File: src/verilog/acc_pkg.sv
/*
  acc_pkg: register map, field positions, reset values, start sources and
  shared carriers for the converter control block.
  Assumes a Wishbone classic slave with 32-bit data, one register per word.
*/
package acc_pkg;
  // register indices: the byte address on the bus is four times the index
  localparam logic [7:0] IDX_CTRL_ONE = 8'hE8;
  localparam logic [7:0] IDX_CTRL_TWO = 8'hB2;
  localparam logic [7:0] IDX_CONFIG   = 8'hBC;
  localparam logic [7:0] IDX_IRQ_STAT = 8'hC0;
  localparam logic [7:0] IDX_IRQ_MASK = 8'hC1;
  localparam logic [7:0] IDX_CORE_ST  = 8'hC2;

  localparam int BIT_ON      = 7;
  localparam int BIT_BURST   = 6;
  localparam int BIT_DONE    = 5;
  localparam int BIT_BUSY    = 4;
  localparam int BIT_WIN     = 3;
  localparam int BIT_SRC_LO  = 0;
  localparam int BIT_CMB     = 0;
  localparam int BIT_DIV_LO  = 3;
  localparam int BIT_EIGHT   = 2;
  localparam int BIT_TRACK   = 1;
  localparam int BIT_GAIN    = 0;
  localparam int IRQ_DONE    = 0;
  localparam int IRQ_WIN     = 1;

  localparam logic [7:0] RST_CTRL_ONE = 8'h00;
  localparam logic [7:0] RST_CTRL_TWO = 8'h00;
  localparam logic [7:0] RST_CONFIG   = 8'hF8;
  localparam logic [7:0] CTRL_TWO_WMASK = 8'h01;

  localparam logic [2:0] SRC_SOFT   = 3'h0;
  localparam logic [2:0] SRC_TMR0   = 3'h1;
  localparam logic [2:0] SRC_TMR2   = 3'h2;
  localparam logic [2:0] SRC_TMR3   = 3'h3;
  localparam logic [2:0] SRC_EXTPIN = 3'h4;

  localparam int TRACK_SAR_CYCLES = 4;

  typedef enum logic [2:0] {ACC_IDLE, ACC_TRACK, ACC_CONV} acc_state_t;

  // settings driven to the analog core
  typedef struct packed {
    logic       converter_on;
    logic       burst_run_enable;
    logic       common_mode_buffer_on;
    logic       eight_bit_select;
    logic       gain_select;
    logic       input_clock_hfosc;
  } acc_core_cfg_t;
endpackage

File: src/verilog/acc_ctrl.sv
/*
  acc_ctrl: control and configuration of a SAR converter, Wishbone classic slave.
  Assumes timer overflow strobes, core done/window strobes and the SAR clock
  enable inputs are synchronous to clk_i; the external start pin is asynchronous.
*/
// Function
// - converter_on at bit 7 shuts the converter down when 0 and enables it when 1.
// - burst_run_enable at bit 6 selects burst operation when 1, single when 0.
// - conversion_done_flag at bit 5 is set when a conversion or burst ends and only software clears it.
// - window_hit_flag at bit 3 is set on a window hit and only software clears it.
// - writing 1 to convert_busy_trigger at bit 4 starts a conversion when the source is 000.
// - the start source field picks software, timer 0, timer 2, timer 3 or pin rising edge; 101-111 start nothing.
// - the divider field at bits 7:3 gives a SAR clock of input clock over field plus one.
// - the converter input clock is the system clock without burst and the fast oscillator with burst.
// - eight_bit_select at bit 2 selects 8-bit mode when 1 and 10/12-bit when 0.
// - track mode 0 converts at once after the start, mode 1 tracks 4 SAR clocks first.
// - gain_select at bit 0 of configuration sets gain 0.5 when 0 and 1 when 1.
`timescale 1ns/1ps
`default_nettype none
module acc_ctrl #(
  parameter int DIV_W = 5
) (
  input  wire logic                   clk_i,
  input  wire logic                   rst_i,
  input  wire logic                   wb_cyc_i,
  input  wire logic                   wb_stb_i,
  input  wire logic                   wb_we_i,
  input  wire logic [9:0]             wb_adr_i,
  input  wire logic [3:0]             wb_sel_i,
  input  wire logic [31:0]            wb_dat_i,
  output logic      [31:0]            wb_dat_o,
  output logic                        wb_ack_o,
  input  wire logic                   timer0_ovf_i,
  input  wire logic                   timer2_ovf_i,
  input  wire logic                   timer3_ovf_i,
  input  wire logic                   external_start_pin_i,
  input  wire logic                   system_clock_source_sar_tick_i,
  input  wire logic                   hfosc_sar_tick_i,
  input  wire logic                   core_done_i,
  input  wire logic                   core_window_hit_i,
  output acc_pkg::acc_core_cfg_t      core_cfg_o,
  output logic      [DIV_W-1:0]       sar_clock_divider_o,
  output logic                        sar_clk_en_o,
  output logic                        core_start_o,
  output logic                        tracking_o,
  output logic                        irq_o
);
  // the register map holds a five-bit divider field; no other width is served
  if (DIV_W != 5) begin : g_div_w_check
    $error("acc_ctrl: DIV_W must be 5");
  end

  // register state
  logic [7:0] ctrl_one, next_ctrl_one;
  logic [7:0] ctrl_two, next_ctrl_two;
  logic [7:0] config_r, next_config_r;
  logic [1:0] irq_mask, next_irq_mask;
  logic [1:0] irq_stat, next_irq_stat;
  logic       ack, next_ack;
  logic [31:0] rdat, next_rdat;
  logic       irq, next_irq;
  // start and conversion sequencing state
  acc_pkg::acc_state_t state, next_state;
  logic [DIV_W-1:0] div_cnt, next_div_cnt;
  logic       sar_en, next_sar_en;
  logic [2:0] trk_cnt, next_trk_cnt;
  logic       start_q, next_start_q;
  logic       tracking, next_tracking;
  logic       pin_s1, pin_s2, pin_s3;

  // register index of a word address
  function automatic logic hit(input logic [9:0] a, input logic [7:0] idx);
    return a[9:2] == idx;
  endfunction

  wire logic bus_req  = wb_cyc_i & wb_stb_i & ~ack;
  wire logic wr_lane0 = bus_req & wb_we_i & wb_sel_i[0];
  wire logic rd_req   = bus_req & ~wb_we_i;
  wire logic pin_rise = pin_s2 & ~pin_s3;

  // pick the trigger chosen by the source field
  logic trig;
  always_comb begin
    case (ctrl_one[acc_pkg::BIT_SRC_LO +: 3])
      acc_pkg::SRC_SOFT:   trig = wr_lane0 & hit(wb_adr_i, acc_pkg::IDX_CTRL_ONE)
                                  & wb_dat_i[acc_pkg::BIT_BUSY];
      acc_pkg::SRC_TMR0:   trig = timer0_ovf_i;
      acc_pkg::SRC_TMR2:   trig = timer2_ovf_i;
      acc_pkg::SRC_TMR3:   trig = timer3_ovf_i;
      acc_pkg::SRC_EXTPIN: trig = pin_rise;
      default:             trig = 1'b0;
    endcase
  end

  wire logic conv_on   = ctrl_one[acc_pkg::BIT_ON];
  wire logic burst_on  = ctrl_one[acc_pkg::BIT_BURST];
  wire logic start_ok  = trig & conv_on & (state == acc_pkg::ACC_IDLE);
  wire logic src_tick  = burst_on ? hfosc_sar_tick_i : system_clock_source_sar_tick_i;

  // next values of the registers and the bus answer
  always_comb begin
    next_ctrl_one = ctrl_one;
    next_ctrl_two = ctrl_two;
    next_config_r = config_r;
    next_irq_mask = irq_mask;
    next_irq_stat = irq_stat;
    next_ack      = bus_req;
    next_rdat     = 32'h0000_0000;
    if (wr_lane0 && hit(wb_adr_i, acc_pkg::IDX_CTRL_ONE)) begin
      next_ctrl_one = wb_dat_i[7:0];
      next_ctrl_one[acc_pkg::BIT_BUSY] = ctrl_one[acc_pkg::BIT_BUSY];
    end
    if (wr_lane0 && hit(wb_adr_i, acc_pkg::IDX_CTRL_TWO))
      next_ctrl_two = wb_dat_i[7:0] & acc_pkg::CTRL_TWO_WMASK;
    if (wr_lane0 && hit(wb_adr_i, acc_pkg::IDX_CONFIG))
      next_config_r = wb_dat_i[7:0];
    if (wr_lane0 && hit(wb_adr_i, acc_pkg::IDX_IRQ_MASK))
      next_irq_mask = wb_dat_i[1:0];
    if (rd_req) begin
      if (hit(wb_adr_i, acc_pkg::IDX_CTRL_ONE)) next_rdat[7:0] = ctrl_one;
      else if (hit(wb_adr_i, acc_pkg::IDX_CTRL_TWO)) next_rdat[7:0] = ctrl_two;
      else if (hit(wb_adr_i, acc_pkg::IDX_CONFIG)) next_rdat[7:0] = config_r;
      else if (hit(wb_adr_i, acc_pkg::IDX_IRQ_MASK)) next_rdat[1:0] = irq_mask;
      else if (hit(wb_adr_i, acc_pkg::IDX_CORE_ST)) next_rdat[2:0] = 3'(state);
      else if (hit(wb_adr_i, acc_pkg::IDX_IRQ_STAT)) begin
        next_rdat[1:0] = irq_stat;
        next_irq_stat = 2'h0; // read clears
      end
    end
    // busy follows the sequencer
    next_ctrl_one[acc_pkg::BIT_BUSY] = (next_state != acc_pkg::ACC_IDLE);
    // hardware set wins over software clear
    if (core_done_i && state == acc_pkg::ACC_CONV) begin
      next_ctrl_one[acc_pkg::BIT_DONE] = 1'b1;
      next_irq_stat[acc_pkg::IRQ_DONE] = 1'b1;
    end
    if (core_window_hit_i && state == acc_pkg::ACC_CONV) begin
      next_ctrl_one[acc_pkg::BIT_WIN] = 1'b1;
      next_irq_stat[acc_pkg::IRQ_WIN] = 1'b1;
    end
    next_irq = |(next_irq_stat & next_irq_mask);
  end

  // sequencer and SAR clock divider
  always_comb begin
    next_state   = state;
    next_trk_cnt = trk_cnt;
    next_start_q = 1'b0;
    next_sar_en  = 1'b0;
    next_div_cnt = div_cnt;
    if (!conv_on) begin
      next_div_cnt = '0;
    end else if (src_tick) begin
      if (div_cnt >= config_r[acc_pkg::BIT_DIV_LO +: 5]) begin
        next_div_cnt = '0;
        next_sar_en  = 1'b1;
      end else begin
        next_div_cnt = div_cnt + DIV_W'(1);
      end
    end
    case (state)
      acc_pkg::ACC_IDLE: begin
        if (start_ok) begin
          if (config_r[acc_pkg::BIT_TRACK]) begin
            next_state   = acc_pkg::ACC_TRACK;
            next_trk_cnt = 3'(acc_pkg::TRACK_SAR_CYCLES);
          end else begin
            next_state   = acc_pkg::ACC_CONV;
            next_start_q = 1'b1;
          end
        end
      end
      acc_pkg::ACC_TRACK: begin
        if (!conv_on) next_state = acc_pkg::ACC_IDLE;
        else if (sar_en) begin
          next_trk_cnt = trk_cnt - 3'h1;
          if (trk_cnt == 3'h1) begin
            next_state   = acc_pkg::ACC_CONV;
            next_start_q = 1'b1;
          end
        end
      end
      acc_pkg::ACC_CONV: begin
        if (!conv_on || core_done_i) next_state = acc_pkg::ACC_IDLE;
      end
      default: next_state = acc_pkg::ACC_IDLE;
    endcase
    // tracking output registered alongside the state
    next_tracking = (next_state == acc_pkg::ACC_TRACK);
  end

  // registering only
  always_ff @(posedge clk_i) begin
    pin_s1 <= external_start_pin_i;
    pin_s2 <= pin_s1;
    pin_s3 <= pin_s2;
    if (rst_i) begin
      ctrl_one <= acc_pkg::RST_CTRL_ONE;
      ctrl_two <= acc_pkg::RST_CTRL_TWO;
      config_r <= acc_pkg::RST_CONFIG;
      irq_mask <= 2'h0;
      irq_stat <= 2'h0;
      ack      <= 1'b0;
      rdat     <= 32'h0000_0000;
      irq      <= 1'b0;
      state    <= acc_pkg::ACC_IDLE;
      div_cnt  <= '0;
      sar_en   <= 1'b0;
      trk_cnt  <= 3'h0;
      start_q  <= 1'b0;
      tracking <= 1'b0;
    end else begin
      ctrl_one <= next_ctrl_one;
      ctrl_two <= next_ctrl_two;
      config_r <= next_config_r;
      irq_mask <= next_irq_mask;
      irq_stat <= next_irq_stat;
      ack      <= next_ack;
      rdat     <= next_rdat;
      irq      <= next_irq;
      state    <= next_state;
      div_cnt  <= next_div_cnt;
      sar_en   <= next_sar_en;
      trk_cnt  <= next_trk_cnt;
      start_q  <= next_start_q;
      tracking <= next_tracking;
    end
  end

  // outputs straight from flip-flops
  assign wb_ack_o            = ack;
  assign wb_dat_o            = rdat;
  assign irq_o               = irq;
  assign core_start_o        = start_q;
  assign sar_clk_en_o        = sar_en;
  assign tracking_o          = tracking;
  assign sar_clock_divider_o = config_r[acc_pkg::BIT_DIV_LO +: 5];
  assign core_cfg_o = '{converter_on:          ctrl_one[acc_pkg::BIT_ON],
                        burst_run_enable:      ctrl_one[acc_pkg::BIT_BURST],
                        common_mode_buffer_on: ctrl_two[acc_pkg::BIT_CMB],
                        eight_bit_select:      config_r[acc_pkg::BIT_EIGHT],
                        gain_select:           config_r[acc_pkg::BIT_GAIN],
                        input_clock_hfosc:     ctrl_one[acc_pkg::BIT_BURST]};

  property p_no_start_off;
    @(posedge clk_i) disable iff (rst_i) !conv_on |=> !start_q;
  endproperty
  a_no_start_off: assert property (p_no_start_off) else $error("start while off");

  property p_done_sets;
    @(posedge clk_i) disable iff (rst_i)
      core_done_i && state == acc_pkg::ACC_CONV |=> ctrl_one[acc_pkg::BIT_DONE];
  endproperty
  a_done_sets: assert property (p_done_sets) else $error("done flag not set");

  property p_win_sets;
    @(posedge clk_i) disable iff (rst_i)
      core_window_hit_i && state == acc_pkg::ACC_CONV |=> ctrl_one[acc_pkg::BIT_WIN];
  endproperty
  a_win_sets: assert property (p_win_sets) else $error("window flag not set");

  property p_soft_start;
    @(posedge clk_i) disable iff (rst_i)
      trig && conv_on && state == acc_pkg::ACC_IDLE && !config_r[acc_pkg::BIT_TRACK]
      && ctrl_one[2:0] == acc_pkg::SRC_SOFT |=> start_q;
  endproperty
  a_soft_start: assert property (p_soft_start) else $error("soft start lost");

  property p_reserved_src;
    @(posedge clk_i) disable iff (rst_i)
      ctrl_one[2:0] > acc_pkg::SRC_EXTPIN && state == acc_pkg::ACC_IDLE |=> !start_q;
  endproperty
  a_reserved_src: assert property (p_reserved_src) else $error("reserved source started");

  property p_track_delay;
    @(posedge clk_i) disable iff (rst_i)
      state == acc_pkg::ACC_TRACK && trk_cnt > 3'h1 |=> !start_q;
  endproperty
  a_track_delay: assert property (p_track_delay) else $error("track ended early");

  property p_div_bound;
    @(posedge clk_i) disable iff (rst_i)
      sar_en |-> $past(conv_on) && $past(src_tick)
                 && $past(div_cnt) >= $past(config_r[acc_pkg::BIT_DIV_LO +: 5]);
  endproperty
  a_div_bound: assert property (p_div_bound) else $error("divider wrap wrong");

  property p_cmb_only;
    @(posedge clk_i) disable iff (rst_i) ctrl_two[7:1] == 7'h00;
  endproperty
  a_cmb_only: assert property (p_cmb_only) else $error("reserved bits set");

  property p_off_quiet;
    @(posedge clk_i) disable iff (rst_i) !conv_on |=> !sar_en && state == acc_pkg::ACC_IDLE;
  endproperty
  a_off_quiet: assert property (p_off_quiet) else $error("activity while off");

  property p_burst_tick;
    @(posedge clk_i) disable iff (rst_i)
      burst_on && !hfosc_sar_tick_i |=> !sar_en;
  endproperty
  a_burst_tick: assert property (p_burst_tick) else $error("sar clock off wrong source");

  property p_track_end;
    @(posedge clk_i) disable iff (rst_i)
      state == acc_pkg::ACC_TRACK && conv_on && sar_en && trk_cnt == 3'h1
      |=> start_q && state == acc_pkg::ACC_CONV;
  endproperty
  a_track_end: assert property (p_track_end) else $error("track did not end");
endmodule
`default_nettype wire

File: config.mk
export PLATFORM = sky130hd
export DESIGN_NAME = acc_ctrl
export DESIGN_NICKNAME = d
export VERILOG_FILES = /design/src/verilog/acc_pkg.sv /design/src/verilog/acc_ctrl.sv
export SDC_FILE = /design/constraint.sdc
export NUM_CORES = 1
export LEC_CHECK = 0
export ABC_AREA = 1
export BUFFER_PORTS_ARGS = -buffer_cell sky130_fd_sc_hd__buf_2
export CAP_MARGIN = 20
export CORE_ASPECT_RATIO = 1.75
export CORE_UTILIZATION = 53
export CTS_BUF_LIST = sky130_fd_sc_hd__clkbuf_4 sky130_fd_sc_hd__clkbuf_8
export CTS_CLUSTER_DIAMETER = 40
export DETAILED_ROUTE_END_ITERATION = 16
export GPL_TIMING_DRIVEN = 0
export PLACE_DENSITY = 0.87
export SKIP_LAST_GASP = 1
export SYNTH_ARGS = -nofsm -noshare
export SYNTH_HDL_FRONTEND = slang
export SYNTH_SLANG_ARGS = --single-unit
File: constraint.sdc
create_clock -name clk_i -period 2.3 [get_ports clk_i]
set_input_delay 0.345 -clock clk_i [delete_from_list [all_inputs] [get_ports clk_i]]
set_output_delay 0.345 -clock clk_i [all_outputs]
set_load 0.005 [all_outputs]
==> results.md, run 1 <==
* Layout area overhead at 21.4%
* # hold bufs at CTS at 0
* Setup_tns at 0 ns
* Count of pins over their slew limit at 0
* First-pass DRT Iterations at 4
* Clock edge transition at the registers on the reported setup and hold paths at 0.09 ns
* Critical path type: reg2reg
* Most common cell after layout, fill and taps aside: nand2_1
* All-Layer GR Usage at 23.6%
* Clock power share at 40.2%
* Die Y at 93.3 um
* Clock buffer depth at 2
* Critical-path maximum fanout at 5
* CTS H-tree lvls at 2
* CTS resizes at 0
* P per Cell Area at 524 mW/mm^2
* Worst setup SP type: flop
* FILL cells at 400
* Largest net degree at the start of global routing at 16
* Die ar. at 0.00505 mm^2
* Width of the die at 54.2 um
* Layout cells sized above 1 at 28.1%
* Tmin final at 1.80 ns
* Relative slew slack at 63.2%
* N_diodes at 0
* Crit end category: flop
* Total of max-cap violations at 0
* GP Congestion at 0.922
* Final Hold Vio Count at 0
* Clock Latency Late Sink at 0.30 ns
* Sw power at 0.357 mW
* Most frequent cells in the layout: nand2_1 (77), buf_2 (55), dfxtp_1 (48)
* Setup bufs post-CTS at 0
* Vias per cell at 4.89
* Worst path slowest cell: o31ai_1
* Final setup viols at 0
* Yosys warnings at 0
* Required time worst endpoint at 2.54 ns
* Cell family with most CP delay: compound AO/OA/AOI/OAI gates
* Avg WL per Cell at 11.6 um
* I/O Buffers at 53
* LEAKAGE at 1.58 nW
* Core area at 0.00448 mm^2
* Root Driver: clkbuf_8
* Seq/Total Area, Yosys at 38.1%
* Unique masters post-synth at 34
* Starting DRT DRC Count at 58
* Total CTS buffers at 5
* Peak VDD IR at 504 uV
* Syn Std Cell Area at 0.00252 mm^2
* Final period util at 78.3%
* Vias in the first global route at 2146
* Logic pwr share at 7.7%
* Critical path buffers and inverters at 1
* Initial antenna violation count at 0
* Fmax at 555 MHz
* Final #Nets at 497
* DRT Wirelength at 5610 um
* Status: completed
* DRC violations left at 0
* Post-synthesis sequential element count at 48
* Worst-Margin Slew at 0.553 ns
* I/O pin total at 107
* Flop pwr share at 52.2%
* Finished Core Util at 68.3%
* Area of the multi-input gates at 0.00120 mm^2
* Top cell by count, worst path: a21oi_1
* Overall power at 1.60 mW
* Via count at 2358
* TritonCTS clock tree: done
* WP data arrival at 2.04 ns
* Mapped Cells at 346
* Register Area at 961 um^2
* Internal power at 1.25 mW
* Initial Util at 56.2%
* First-pass GRT wire length at 8910 um
* Crit-path max cell delay at 0.38 ns
* Gr ovfl total at 0
* Sw frac at 22.3%
* Post-route ant nets at 0
* Clock sink total at 48
* Clk_skew at 0.00891 ns
* CP cell instances: inv_1, ha_1, a21oi_1, o21ai_0, o31ai_1, nand2_2, a21oi_1
* Cell Rows at 32
* HPWL Detailed at 4370 um
* Unrepaired setup endpoints after global routing: false
* Avg Inst Size Synth at 7.29 um^2
* Min-delay worst type: in2reg
-- power groups by stage --
stage | Clock (mW) | Sequential (mW) | Combinational, mW
finish | 0.645 | 0.837 | 0.123
global route | 0.688 | 0.838 | 0.138
CTS | 0.646 | 0.837 | 0.121
detailed placement | 0 | 0.856 | 0.120
global placement | 0 | 0.856 | 0.118
floorplan | 0 | 0.856 | 0.0773
-- flip-flops by register name (all words and copies together), names as in the netlist, 2 cells and up --
| name | count |
|---|---|
| state | 3 |
| wb_dat_o | 8 |
| irq_stat | 2 |
| ctrl_one | 8 |
| config_r | 8 |
| irq_mask | 2 |
| div_cnt | 5 |
| trk_cnt | 3 |
-- per-stage QoR --
step	instances	hold slack, ns	setup slack (ns)	area (um^2)
after CTS	482	0.141	0.566	3060
after global placement	474	0.317	0.638	2940
after global routing	482	0.128	0.376	3060
final	482	0.138	0.499	3060
after detailed placement	474	0.312	0.593	2940
after floorplan	370	0.310	0.822	2610
-- cell type report --
type	instances	area share [%]
multi-input cells	237	39.1
clock buffers	6	2.70
inverters	47	5.80
well taps	51	2.08
repair buffers	53	8.66
clock inverters	2	1.27
flip-flops and latches	48	31.4
plain buffers	38	9.03
-- worst paths after layout --
check                                         startpoint                      end  slack, ns  cells past startpoint
worst min register to register            pin_s1$_DFF_P_           pin_s2$_DFF_P_       0.33                      0
worst max-delay path            config_r[5]$_SDFFE_PP1P_  div_cnt[0]$_SDFFE_PP0P_       0.50                      7
worst min-delay path                external_start_pin_i           pin_s1$_DFF_P_       0.14                      1
worst max register to register  config_r[5]$_SDFFE_PP1P_  div_cnt[0]$_SDFFE_PP0P_       0.50                      7
-- synth_stat cells --
master    instances  area [um^2]
a21oi_1          26          130
a31oi_1           2         12.5
buf_2             2         10.0
buf_4            35          263
clkbuf_1          1         3.75
clkinv_2          1         5.00
conb_1            1         3.75
dfxtp_1          48          961
ha_1              8          100
inv_1            43          161
inv_2             3         11.3
nand2_1          77          289
nand2_2           6         37.5
nand2_4           1         11.3
nand3_1          11         55.1
nand3_2           1         10.0
nand3b_1          2         15.0
nand4_1           3         18.8
nor2_1           29          109
nor2_2            5         31.3
nor2_8            1         20.0
nor3_1            5         25.0
nor3_2            4         40.0
nor3b_1           1         7.51
o211ai_1          4         30.0
o21a_1            2         15.0
o21ai_0          11         55.1
o21ai_1           4         20.0
o21ai_2           1         8.76
o22ai_1           1         6.26
o31ai_1           2         15.0
or2_1             1         6.26
xnor2_1           1         8.76
xor2_1            3         26.3
-- worst reg2reg max path, cell delays in order (launching register included) --
cell	delay [ns]
dfxtp_1	0.37
inv_1	0.07
ha_1	0.34
a21oi_1	0.17
o21ai_0	0.09
o31ai_1	0.38
nand2_2	0.17
a21oi_1	0.15
-- cells by family after synthesis --
group	after synthesis	share of synthesized area (%)
xor+xnor	4	1.39
flops	48	38.1
fa+ha+maj	8	3.97
buf+inv	85	18.0
other cells	1	0.149
compound gates	53	11.6
simple gates	147	26.8
-- routing by layer --
metal	vias to the layer above	share of wire [%]	global-route usage, %
met5	-	0	0
li1	1203	-	-
met3	11	4.9	4.23
met1	1060	39	25.6
met4	0	2.0	11.3
met2	84	55	41.5
No activity file was read; power rests on OpenSTA's default activity.
==> inputs of run 2 (changes only) <==
--- a/config.mk
+++ b/config.mk
@@ -9,12 +9,12 @@
 export BUFFER_PORTS_ARGS = -buffer_cell sky130_fd_sc_hd__buf_2
 export CAP_MARGIN = 20
 export CORE_ASPECT_RATIO = 1.75
-export CORE_UTILIZATION = 53
+export CORE_UTILIZATION = 49
 export CTS_BUF_LIST = sky130_fd_sc_hd__clkbuf_4 sky130_fd_sc_hd__clkbuf_8
 export CTS_CLUSTER_DIAMETER = 40
 export DETAILED_ROUTE_END_ITERATION = 16
 export GPL_TIMING_DRIVEN = 0
-export PLACE_DENSITY = 0.87
+export PLACE_DENSITY = 0.82
 export SKIP_LAST_GASP = 1
 export SYNTH_ARGS = -nofsm -noshare
 export SYNTH_HDL_FRONTEND = slang
==> constraint.sdc (replaced) <==
create_clock -name clk_i -period 1.87 [get_ports clk_i]
set_input_delay 0.2805 -clock clk_i [delete_from_list [all_inputs] [get_ports clk_i]]
set_output_delay 0.2805 -clock clk_i [all_outputs]
set_load 0.005 [all_outputs]
==> run 2 against run 1 <==
Sequential cell count did not move. Utilization fell by 6.9 points. Setup slack got worse by 0.42 ns. Clock power fell by 1%. Global-route usage fell by 2.7 points. Design area fell by 0.29%. Clock skew rose by 0.0029 ns.
==> results.md, run 2 (synthesis gave the netlist of run 1 again) <==
* Status: completed
* Worst setup SP type: flop
* Initial Util at 50.7% (-5.6 points)
* Final period util at 95.8% (+17 points)
* Logic pwr share at 8.3% (+0.6 points)
* First-pass GRT wire length at 9170 um (+2.9%)
* Clock power share at 35.1% (-5.1 points)
* Sw power at 0.424 mW (+19%)
* Initial antenna violation count at 0 (unchanged)
* Total CTS buffers at 5 (unchanged)
* Critical path type: reg2reg
* Final #Nets at 498 (+0.20%)
* Worst-Margin Slew at 0.554 ns (+0.00181 ns)
* FILL cells at 476 (+19%)
* Global route hottest layer: met2
* Count of pins over their slew limit at 0 (unchanged)
* Placed cell area at 0.00295 mm^2 (+0.13%)
* Reg2reg setup slack at 0.08 ns (-0.42 ns)
* # hold bufs at CTS at 0 (unchanged)
* Die ar. at 0.00545 mm^2 (+7.9%)
* Internal power at 1.39 mW (+12%)
* Vias in the first global route at 2162 (+0.75%)
* Fin area at 0.00305 mm^2 (-0.29%)
* WHS Path Cells at 1 (unchanged)
* Relative slew slack at 63.0% (-0.12 points)
* Root Driver: clkbuf_8
* Hold_sp: external_start_pin_i
* LEAKAGE at 1.57 nW (-0.63%)
* TritonCTS clock tree: done
* Flop pwr share at 56.7% (+4.5 points)
* Vias per cell at 4.83 (-1.2%)
* Core area at 0.00498 mm^2 (+11%)
* GP Congestion at 0.869 (-5.8%)
* WHS Endpoint: pin_s1$_DFF_P_
* I/O Buffers at 53 (unchanged)
* Layout area overhead at 21.1%
* Setup_tns at 0 ns (unchanged)
* Required time worst endpoint at 2.11 ns (-0.43 ns)
* Die Y at 96.9 um (+3.9%)
* Width of the die at 56.2 um (+3.9%)
* Final setup viols at 0 (unchanged)
* Overall power at 1.82 mW (+13%)
* Fmax at 558 MHz (+0.54%)
* Most frequent cells in the layout: nand2_1 (77), buf_2 (55), dfxtp_1 (48)
* Largest net degree at the start of global routing at 15 (-1)
* All-Layer GR Usage at 21.0% (-2.7 points)
* Clk_skew at 0.0118 ns (+0.00290 ns)
* WP data arrival at 2.03 ns (about the same)
* Avg WL per Cell at 11.7 um (+0.31%)
* Clock Latency Late Sink at 0.30 ns (about the same)
* Min-delay worst type: in2reg
* Total of max-cap violations at 0 (unchanged)
* I/O pin total at 107 (unchanged)
* Met3 Track Usage GR at 2.41% (-1.8 points)
* DRC violations left at 0 (unchanged)
* Post-route ant nets at 0 (unchanged)
* N_diodes at 0 (unchanged)
* Final Hold Vio Count at 0 (unchanged)
* Clock edge transition at the registers on the reported setup and hold paths at 0.09 ns (about the same)
* Worst Reg-to-Reg Cells at 7 (unchanged)
* HPWL Detailed at 4410 um (+1.0%)
* P per Cell Area at 595 mW/mm^2 (+14%)
* Worst reg2reg startpoint: config_r[7]$_SDFFE_PP1P_
* CTS H-tree lvls at 2 (unchanged)
* Cell Rows at 34 (+6.3%)
* Starting DRT DRC Count at 69 (+19%)
* Sw frac at 23.3% (+1.1 points)
* Tmin final at 1.79 ns (-0.00964 ns)
* Gr ovfl total at 0 (unchanged)
* RR Endpoint: div_cnt[0]$_SDFFE_PP0P_
* M1 GR Usage at 21.3% (-4.3 points)
* Clock buffer depth at 2 (unchanged)
* Via count at 2349 (-0.38%)
* Met2 usage at 41.5% (about the same)
* Clock sink total at 48 (unchanged)
* Most common cell after layout, fill and taps aside: nand2_1
* DRT Wirelength at 5670 um (+1.1%)
* Critical-path maximum fanout at 5 (unchanged)
* Crit end category: flop
* Peak VDD IR at 571 uV (+13%)
* First-pass DRT Iterations at 4 (unchanged)
* Layout cells sized above 1 at 28.7% (+0.63 points)
[run 2: cell count changes in the layout (fill, tap and decap cells not counted)]
cell       delta
clkbuf_4      +2
a21oi_1       -1
a21oi_2       +1
buf_4         +1
bufinv_16     -1
clkbuf_8      -1
o31ai_1       -1
o31ai_2       +1
[run 2: per-layer routing]
metal	wire (um)	share of wire, %
met2	3180	56
met5	0	0
met3	177	3.1
met1	2190	39
met4	125	2.2
[run 2: how the worst max path moves through the flow]
stage / from / end / depth (start not counted)
CTS: config_r[7]$_SDFFE_PP1P_ / div_cnt[0]$_SDFFE_PP0P_ / 7
finish: config_r[7]$_SDFFE_PP1P_ / div_cnt[0]$_SDFFE_PP0P_ / 7
global placement: config_r[7]$_SDFFE_PP1P_ / div_cnt[0]$_SDFFE_PP0P_ / 7
detailed placement: config_r[7]$_SDFFE_PP1P_ / div_cnt[0]$_SDFFE_PP0P_ / 7
global route: config_r[7]$_SDFFE_PP1P_ / div_cnt[0]$_SDFFE_PP0P_ / 7
floorplan: config_r[5]$_SDFFE_PP1P_ / div_cnt[0]$_SDFFE_PP0P_ / 7
[run 2: layout make-up]
cell class | instances | area, um^2 | area share, %
tap | 54 | 67.6 | 2.21
multi-input combinational | 237 | 1210 | 39.5
timing repair buffer | 54 | 273 | 8.93
clock inverter | 1 | 8.76 | 0.287
buffer | 38 | 277 | 9.05
inverter | 47 | 178 | 5.82
clock buffer | 7 | 83.8 | 2.74
sequential | 48 | 961 | 31.5
[run 2: timing repair]
item	CTS	global route
buffers inserted	0	1
endpoints found under the hold margin	0	0
setup endpoints to repair	0	6
resized for setup	0	2
[run 2: power groups by stage]
stage | clock [mW] | sequential [mW] | combinational (mW)
after floorplan | 0 | 1.05 | 0.0951
after global routing | 0.696 | 1.03 | 0.164
after detailed placement | 0 | 1.05 | 0.147
final | 0.637 | 1.03 | 0.150
after CTS | 0.641 | 1.03 | 0.147
after global placement | 0 | 1.05 | 0.145
[run 2: stage by stage]
step / hold WS [ns] / instances / utilization [%] / setup slack [ns]
2_1_floorplan: 0.308 / 370 / - / 0.392
3_3_place_gp: 0.315 / 477 / 59.2 / 0.129
3_5_place_dp: 0.328 / 477 / 59.2 / 0.0641
4_1_cts: 0.0875 / 485 / 61.0 / 0.0367
5_1_grt: 0.0809 / 486 / 61.4 / -0.0316
6_report: 0.0822 / 486 / 61.4 / 0.0788
[run 2: worst max-delay path: stages, from the launching register on]
cell and delay [ns]:
dfxtp_1 0.38, inv_1 0.08, ha_1 0.35, a21oi_2 0.15, o21ai_0 0.11, o31ai_2 0.36
nand2_2 0.15, a21oi_1 0.14
